**src/dsp_defines.svh**
```systemverilog
// constants of the split-port ddr sram pin interface
// assumes: included by dsp_iface.sv, which holds all the logic
// Function
// - write data taken on both input edges
// - write select low starts write, high ignores
// - masked bytes stay unchanged in array
// - each byte select gates one nine-bit lane
// - mask sampled with its own data beat
// - read address on pos, write on neg
// - address width 22/21/20 by data width
// - address ignored when port deselected
// - read data launched on output clock edges (input clock edges in single clock mode)
// - outputs tristate when read port deselected
// - read select low starts read, high deselects
// - pending read finishes, then tristate after pos
// - each read returns a two-beat burst
// - storage is two half-depth arrays
// - every access starts on input pos edge
// - echo clock follows output pos clock (follows input pos clock in single clock mode)
// - pll off selects shorter legacy latency
`ifndef DSP_DEFINES_SVH
`define DSP_DEFINES_SVH
`define DSP_LANE_W 9
`define DSP_DW 36
`define DSP_DW_X9 9
`define DSP_DW_X18 18
`define DSP_AW_X9 22
`define DSP_AW_X18 21
`define DSP_AW_X36 20
`define DSP_MEM_AW 4
`define DSP_RD_LAT 1
`define DSP_FIFO_DEPTH 16
`endif

```
**src/dsp_pkg.sv**
```systemverilog
// types shared by the split-port ddr sram interface
// assumes: dsp_defines.svh sits in the include path
package dsp_pkg;
  // read output sequencer states
  typedef enum logic [1:0] {
    RD_IDLE,
    RD_WAIT,
    RD_BEAT0,
    RD_BEAT1
  } dsp_rd_e;
endpackage : dsp_pkg

```
**src/dsp_iface.sv**
```systemverilog
// pin-level logic of a split-port ddr sram, plus its write fifo
// assumes: all pins, pin clocks included, are asynchronous to clk_i,
// which must run well above twice the pin clock rate
`timescale 1ns/100ps
`include "dsp_defines.svh"

// write staging fifo, flop storage
module dsp_fifo #(
  parameter int W     = 8,
  parameter int DEPTH = `DSP_FIFO_DEPTH
) (
  input  wire logic         clk_i,
  input  wire logic         rst_n_i,
  input  wire logic         in_valid_i,
  input  wire logic [W-1:0] in_data_i,
  output logic              in_ready_o,
  output logic              out_valid_o,
  output logic [W-1:0]      out_data_o,
  input  wire logic         out_ready_i
);
  localparam int PW = $clog2(DEPTH);
  localparam logic [PW:0] FULL = (PW+1)'(DEPTH);

  typedef struct packed {
    logic [DEPTH-1:0][W-1:0] mem; // entries
    logic [PW-1:0]           wp;  // write index
    logic [PW-1:0]           rp;  // read index
    logic [PW:0]             cnt; // fill level
  } dsp_fifo_s;

  dsp_fifo_s s_q, s_d;
  logic      push, pop;

  // honest flags straight from the fill level
  assign in_ready_o  = (s_q.cnt != FULL);
  assign out_valid_o = (s_q.cnt != '0);
  assign out_data_o  = s_q.mem[s_q.rp];
  assign push        = in_valid_i & in_ready_o;
  assign pop         = out_valid_o & out_ready_i;

  // pointer and level update
  always_comb begin
    s_d = s_q;
    if (push) begin
      s_d.mem[s_q.wp] = in_data_i;
      s_d.wp          = PW'(s_q.wp + 1'h1);
    end
    if (pop) begin
      s_d.rp = PW'(s_q.rp + 1'h1);
    end
    s_d.cnt = (PW+1)'(s_q.cnt + push - pop);
  end

  // state register
  always_ff @(posedge clk_i or negedge rst_n_i) begin
    if (!rst_n_i) begin
      s_q <= '0;
    end else begin
      s_q <= s_d;
    end
  end
endmodule : dsp_fifo

// device top: pin sampling, arrays, read burst launch
module dsp_iface #(
  parameter int DW         = `DSP_DW,
  parameter int MEM_AW     = `DSP_MEM_AW,
  parameter int RD_LAT     = `DSP_RD_LAT,
  parameter int FIFO_DEPTH = `DSP_FIFO_DEPTH,
  parameter int NB         = DW / `DSP_LANE_W,
  // address pins follow data width
  parameter int AW = (DW == `DSP_DW_X9) ? `DSP_AW_X9 :
                     ((DW == `DSP_DW_X18) ? `DSP_AW_X18 : `DSP_AW_X36)
) (
  input  wire logic          clk_i,
  input  wire logic          rst_n_i,
  input  wire logic          input_timing_pos_i,
  input  wire logic          input_timing_neg_i,
  input  wire logic          output_timing_pos_i,
  input  wire logic          output_timing_neg_i,
  input  wire logic          single_clk_mode_i,
  input  wire logic          pll_disable_n_i,
  input  wire logic          write_port_select_n_i,
  input  wire logic          read_port_select_n_i,
  input  wire logic [NB-1:0] byte_write_select_n_i,
  input  wire logic [AW-1:0] addr_i,
  input  wire logic [DW-1:0] d_i,
  output logic      [DW-1:0] q_o,
  output logic               q_oe_o,
  output logic               echo_timing_o,
  output logic               wr_ready_o
);
  localparam int MD = 1 << MEM_AW;
  localparam int LW = (RD_LAT > 0) ? $clog2(RD_LAT + 1) : 1;
  localparam int LN = `DSP_LANE_W;
  localparam int EW = MEM_AW + 2 * (DW + NB);

  typedef struct packed {
    logic [1:0]              kp, kn, cp, cn; // pin clock syncs
    logic [1:0]              scm, pll;       // mode pin syncs
    logic [1:0]              write_port_select_n, read_port_select_n;       // select syncs
    logic                    kp_l, kn_l;     // last synced level
    logic                    cp_l, cn_l;
    logic [1:0][NB-1:0]      byte_write_select_n;            // mask sync
    logic [1:0][AW-1:0]      a;              // address sync
    logic [1:0][DW-1:0]      d;              // data sync
    logic                    wp;             // write beat0 held
    logic [DW-1:0]           wd0;            // first write beat
    logic [NB-1:0]           wm0;            // its mask
    logic [MD-1:0][DW-1:0]   mem0;           // first-beat array
    logic [MD-1:0][DW-1:0]   mem1;           // second-beat array
    logic                    rdp_v;          // read waiting
    logic [DW-1:0]           rd0, rd1;       // fetched burst
    logic [LW-1:0]           lat;            // launch delay left
    dsp_pkg::dsp_rd_e        st;             // output sequencer
    logic [DW-1:0]           hold1;          // second beat
    logic [DW-1:0]           q;              // data pins
    logic                    oe;             // data pin enable
    logic                    echo;           // echo clock
    logic                    wrdy;           // fifo has room
  } dsp_iface_s;

  dsp_iface_s      s_q, s_d;
  logic            k_rise, kn_rise, o_rise, on_rise;
  logic            rd_take, wr_start, push, drain, f_valid, f_ready;
  logic [EW-1:0]   f_in, f_out;
  logic [MEM_AW-1:0] f_idx, ra;
  logic [DW-1:0]   f_d0, f_d1;
  logic [NB-1:0]   f_m0, f_m1;

  // edges of the synced pin clocks
  assign k_rise  = s_q.kp[1] & ~s_q.kp_l;
  assign kn_rise = s_q.kn[1] & ~s_q.kn_l;
  // single clock mode launches on the input clocks
  assign o_rise  = s_q.scm[1] ? k_rise : (s_q.cp[1] & ~s_q.cp_l);
  assign on_rise = s_q.scm[1] ? kn_rise : (s_q.cn[1] & ~s_q.cn_l);
  // accesses only start on the positive input edge
  assign wr_start = k_rise & ~s_q.write_port_select_n[1];
  assign rd_take  = k_rise & ~s_q.read_port_select_n[1];
  assign ra       = s_q.a[1][MEM_AW-1:0];
  // second beat and write address close the write
  assign push     = s_q.wp & kn_rise;
  assign f_in     = {s_q.a[1][MEM_AW-1:0], s_q.d[1], s_q.byte_write_select_n[1], s_q.wd0, s_q.wm0};
  assign {f_idx, f_d1, f_m1, f_d0, f_m0} = f_out;
  // array port is busy during a read fetch, so the fifo stalls
  assign drain    = f_valid & ~rd_take;

  dsp_fifo #(
    .W     (EW),
    .DEPTH (FIFO_DEPTH)
  ) u_wfifo (
    .clk_i       (clk_i),
    .rst_n_i     (rst_n_i),
    .in_valid_i  (push),
    .in_data_i   (f_in),
    .in_ready_o  (f_ready),
    .out_valid_o (f_valid),
    .out_data_o  (f_out),
    .out_ready_i (~rd_take)
  );

  // next state of the whole interface
  always_comb begin
    s_d = s_q;
    // two-flop synchronisers on every pin
    s_d.kp  = {s_q.kp[0], input_timing_pos_i};
    s_d.kn  = {s_q.kn[0], input_timing_neg_i};
    s_d.cp  = {s_q.cp[0], output_timing_pos_i};
    s_d.cn  = {s_q.cn[0], output_timing_neg_i};
    s_d.scm = {s_q.scm[0], single_clk_mode_i};
    s_d.pll = {s_q.pll[0], pll_disable_n_i};
    s_d.write_port_select_n = {s_q.write_port_select_n[0], write_port_select_n_i};
    s_d.read_port_select_n = {s_q.read_port_select_n[0], read_port_select_n_i};
    s_d.byte_write_select_n = {s_q.byte_write_select_n[0], byte_write_select_n_i};
    s_d.a   = {s_q.a[0], addr_i};
    s_d.d   = {s_q.d[0], d_i};
    // edge history reads only the second stage
    s_d.kp_l = s_q.kp[1];
    s_d.kn_l = s_q.kn[1];
    s_d.cp_l = s_q.cp[1];
    s_d.cn_l = s_q.cn[1];

    // write: beat0 with its mask on the pos edge
    if (wr_start) begin
      s_d.wp  = 1'h1;
      s_d.wd0 = s_q.d[1];
      s_d.wm0 = s_q.byte_write_select_n[1];
    end else if (kn_rise) begin
      // deselected port never arms, so data is ignored
      s_d.wp = 1'h0;
    end

    // drain one write burst into both arrays, lane by lane
    if (drain) begin
      for (int i = 0; i < NB; i++) begin
        if (!f_m0[i]) begin
          s_d.mem0[f_idx][i*LN +: LN] = f_d0[i*LN +: LN];
        end
        if (!f_m1[i]) begin
          s_d.mem1[f_idx][i*LN +: LN] = f_d1[i*LN +: LN];
        end
      end
    end

    // output sequencer, driven by output clock edges
    case (s_q.st)
      dsp_pkg::RD_BEAT0: begin
        if (on_rise) begin
          s_d.q  = s_q.hold1;
          s_d.st = dsp_pkg::RD_BEAT1;
        end
      end
      dsp_pkg::RD_IDLE,
      dsp_pkg::RD_WAIT,
      dsp_pkg::RD_BEAT1: begin
        if (o_rise) begin
          if (s_q.rdp_v && (s_q.lat == '0)) begin
            // a pending read completes unless a new take replaced it before its launch edge
            s_d.q     = s_q.rd0;
            s_d.hold1 = s_q.rd1;
            s_d.oe    = 1'h1;
            s_d.rdp_v = 1'h0;
            s_d.st    = dsp_pkg::RD_BEAT0;
          end else if (s_q.rdp_v) begin
            s_d.lat = LW'(s_q.lat - 1'h1);
            s_d.oe  = 1'h0;
            s_d.st  = dsp_pkg::RD_WAIT;
          end else begin
            // nothing left: release the data pins
            s_d.oe = 1'h0;
            s_d.st = dsp_pkg::RD_IDLE;
          end
        end
      end
      default: begin
        s_d.st = dsp_pkg::RD_IDLE;
      end
    endcase

    // read fetch after launch, so a new take wins over the clear
    if (rd_take) begin
      s_d.rdp_v = 1'h1;
      s_d.rd0   = s_q.mem0[ra];
      s_d.rd1   = s_q.mem1[ra];
      // legacy mode skips the extra launch edge
      s_d.lat   = s_q.pll[1] ? LW'(RD_LAT) : '0;
    end

    // echo follows the launching clock
    s_d.echo = s_q.scm[1] ? s_q.kp[1] : s_q.cp[1];
    s_d.wrdy = f_ready;
  end

  // single state register
  always_ff @(posedge clk_i or negedge rst_n_i) begin
    if (!rst_n_i) begin
      s_q <= '0;
    end else begin
      s_q <= s_d;
    end
  end

  assign q_o           = s_q.q;
  assign q_oe_o        = s_q.oe;
  assign echo_timing_o = s_q.echo;
  assign wr_ready_o    = s_q.wrdy;
endmodule : dsp_iface

```
**config.mk**
```make
export PLATFORM = sky130hd
export DESIGN_NAME = dsp_iface
export DESIGN_NICKNAME = d
export VERILOG_FILES = /design/src/dsp_pkg.sv /design/src/dsp_iface.sv
export VERILOG_INCLUDE_DIRS = /design/src
export SDC_FILE = /design/constraint.sdc
export NUM_CORES = 2
export LEC_CHECK = 0
export BUFFER_PORTS_ARGS = -buffer_cell sky130_fd_sc_hd__buf_2
export CORE_MARGIN = 8
export CORE_UTILIZATION = 68
export DETAILED_ROUTE_END_ITERATION = 10
export PLACE_DENSITY = 0.85
export SKIP_LAST_GASP = 1
export SLEW_MARGIN = 15
export SYNTH_ARGS = -nofsm -noshare
export SYNTH_HDL_FRONTEND = slang
export SYNTH_SLANG_ARGS = --single-unit
```
**constraint.sdc**
```tcl
create_clock -name clk_i -period 6.1 [get_ports clk_i]
set_clock_uncertainty 0.1 [all_clocks]
set_input_delay 0 -clock clk_i [delete_from_list [all_inputs] [get_ports clk_i]]
set_output_delay 0 -clock clk_i [all_outputs]
set_load 0.05 [all_outputs]
```
==> impl_metrics.yaml <==
grt:
  overflow: 0
  grt_max_degree: 196
  gr-usage-all-layers_pct: 29.4
  grt_first_pass_wirelength_mm: 449
  antenna_found_initial: 3
  grt_pass1_vias: 72592
clocking:
  cts_tree: "built"
  clock-root-buffer: "clkbuf_16"
  insertion_delay_ns: 0.94
  clock_sinks: 2809
  cts.clk_slew.worst_paths_ns: 0.06
  post-cts-setup-buffers: 0
  numCtsBuffers: 296
  cts_buffer_depth: 4
  h-tree-depth: 5
synth:
  syn_avg_cell_area_um2: 17.4
  ys_warn_count: 0
  synthCells: 7180
  yosysSeqAreaShare_pct: 56.3
  ys_types: 51
  synth_nets: 7262
  synth-main-ff-cell: "dfrtp_1"
  yosysTopAreaCell: "dfrtp_1"
  ys_top_cells_by_area: "dfrtp_1, mux2_2, mux4_2"
  synth_top_area_share_pct: 56.3
  synth.cell_area_um2: 125000
  synth-edff-count: 0
  synthArstFlopShare_pct: 100
  synth_seq_cells: 2809
finish:
  ff_latch_area_um2: 70300
  layout-drive-gt1-share_pct: 52.1
  multi_input_area_um2: 52300
  area_growth_pct: 10.1
  final_net_count: 7302
  fillCellCount: 10090
timing:
  fin_crit_ns: 4.86
  fin_tns_setup_ns: 0
  rsz0062_at_grt: "no"
  post-route-period-util_pct: 79.7
  setup_viol: 0
  max_clock_freq_ghz: 0.206
  hold_slack_ns: 0.132
  relSlewSlack_pct: 19.3
  report.final.hold_viol_count: 0
  worst_pin_slew_ns: 1.21
  finalMaxSlewViolations: 0
critical_path:
  path_buf_inv: 1
  crit_slowest_cell: "dfrtp_4"
  worst-path-max-fanout: 46
  slowest_delay_ns: 1.14
  crit_family: "simple AND/OR/NAND/NOR gates"
  worstPathRequired_ns: 6.80
  path_cells: "mux4_2, nand2_1, nand4_1, nor3_1, buf_4, nand2_1, mux2_2"
  endpoint_kind: "flip-flop"
  arrival_ns: 5.57
  crit_top_cell: "nand2_1"
  cp-start-kind: "flip-flop"
  path_class: "flip-flop to flip-flop"
floorplanning:
  rows: 157
  fp.dieW_um: 444
  fp.dieArea_um2: 198000
  die_y_um: 444
  initial_core_util_pct: 68.3
  coreArea_um2: 183000
  num_io_pins: 109
power:
  p_per_area_nw_per_um2: 404
  ir_drop_v: 0.000439
  p_leak_nw: 67.1
place:
  place_hpwl_mm: 167
  numPortBuffers: 92
  gp_congestion: 0.797
routing:
  drt_wl_total_mm: 287
  ant_nets: 0
  vias: 66169
  firstDrtPassIters: 7
  drc_errors: 0
  viasPerCell: 6.75
  drt_iter0_markers: 5249
  wl_per_cell_um: 29.3
run:
  drv_cap: 0
min_path:
  hold_class: "primary input to flip-flop"
outcome:
  status: "finished, final reports clean"
## worst paths after layout
check / startpoint / endpoint / slack (ns) / cells after the start
worst max register to register: u_wfifo.s_q[7] / s_q[223] / 1.24 / 7
worst min register to register: s_d[1481] / s_d[1466] / 0.24 / 0
min in group asynchronous: rst_n_i / u_wfifo.s_q[1078] / 0.42 / 4
max in group asynchronous: rst_n_i / u_wfifo.s_q[1153] / 4.19 / 5
worst min-delay path: byte_write_select_n_i[2] / s_d[1462] / 0.13 / 3
worst max-delay path: u_wfifo.s_q[7] / s_q[223] / 1.24 / 7
## cell usage after synthesis, types with 7 or more instances
cell         n
inv_1       12
nand2_8      8
buf_1       48
nand3_4      8
mux2_4     288
nor3_4      12
nand2_1     67
mux4_2     755
nor3_1       8
xnor2_1      7
nor2b_1      7
a22o_1      36
mux2_2    2092
nor2_8      64
buf_4       40
buf_2       37
clkbuf_1   431
dfrtp_1   2809
ha_1        11
mux4_1      12
nand4_1      7
nor2_2      14
nor2_1      10
nand3_1     18
mux2i_1      8
mux2_1     306
## sequential cells by signal, summed over array words and instances (netlist names)
signal / cells
wr_ready_o: 1
s_d: 56
q_o: 36
s_q: 1273
f_in: 84
u_wfifo.s_q: 1357
q_oe_o: 1
echo_timing_o: 1
## routing by layer
layer / up-vias / global-route usage (%) / wire (um)
met1: 36462 / 41.9 / 119000
met3: 629 / 4.33 / 16100
met4: 0 / 9.59 / 9640
met5: - / 0 / 0
met2: 2061 / 47.8 / 142000
li1: 27017 / - / -
## cells in the final DEF, fill, tap and decap left out, types with 11 or more instances in the layout
cell and instances:
clkbuf_16 301, buf_12 36, dlygate4sd3_1 106, dfrtp_1 2801
mux2_2 2092, ha_1 11, nor3_4 12, buf_4 67
nor2_8 64, mux4_2 755, nor2_2 14, mux2_4 288
a22o_1 36, mux4_1 12, clkbuf_1 101, nand2_1 67
nand3_4 20, mux2_1 306, clkbuf_8 43, clkinv_2 29
buf_2 91, inv_1 12
## metrics by stage
step,instance area (um^2),utilization (%),cells,power [mW],setup WS (ns)
CTS,137000,75.2,9795,55.7,1.35
finish,137000,75.2,9798,55.5,1.24
detailed placement,127000,69.7,9200,38.5,1.40
floorplan,125000,-,7180,34.2,2.86
global placement,127000,69.7,9200,37.8,1.46
global route,137000,75.2,9795,57.6,1.15
## timing repair
item                      CTS  global route
resized for setup           0             0
hold endpoints to repair  807             0
hold buffers              107             0
## cells by family after synthesis
group | synth area share [%]
xor+xnor | 0.0702
fa+ha+maj | 0.126
simple gates | 2.07
buf+inv | 1.91
flops | 56.3
mux | 39.0
compound gates | 0.477
## worst reg2reg max path, cell delays in order (launching register included)
cell     delay [ns]
dfrtp_4        1.14
mux4_2         0.42
nand2_1        0.12
nand4_1        0.70
nor3_1         1.06
buf_4          0.31
nand2_1        0.43
mux2_2         0.45
## area by class of cell
| class | instances | share of cell area (%) |
|---|---|---|
| timing repair buffer | 301 | 2.01 |
| multi-input combinational | 3800 | 38.1 |
| antenna | 3 | 0.00546 |
| inverter | 12 | 0.0328 |
| tap | 2385 | 2.17 |
| clock buffer | 445 | 6.19 |
| sequential | 2809 | 51.2 |
| clock inverter | 43 | 0.332 |
## power by group
group          internal [mW]  switching, mW
clock network           9.94           7.06
registers               21.7           2.17
logic                   6.72           7.93
(Power assumes the default switching activity.)
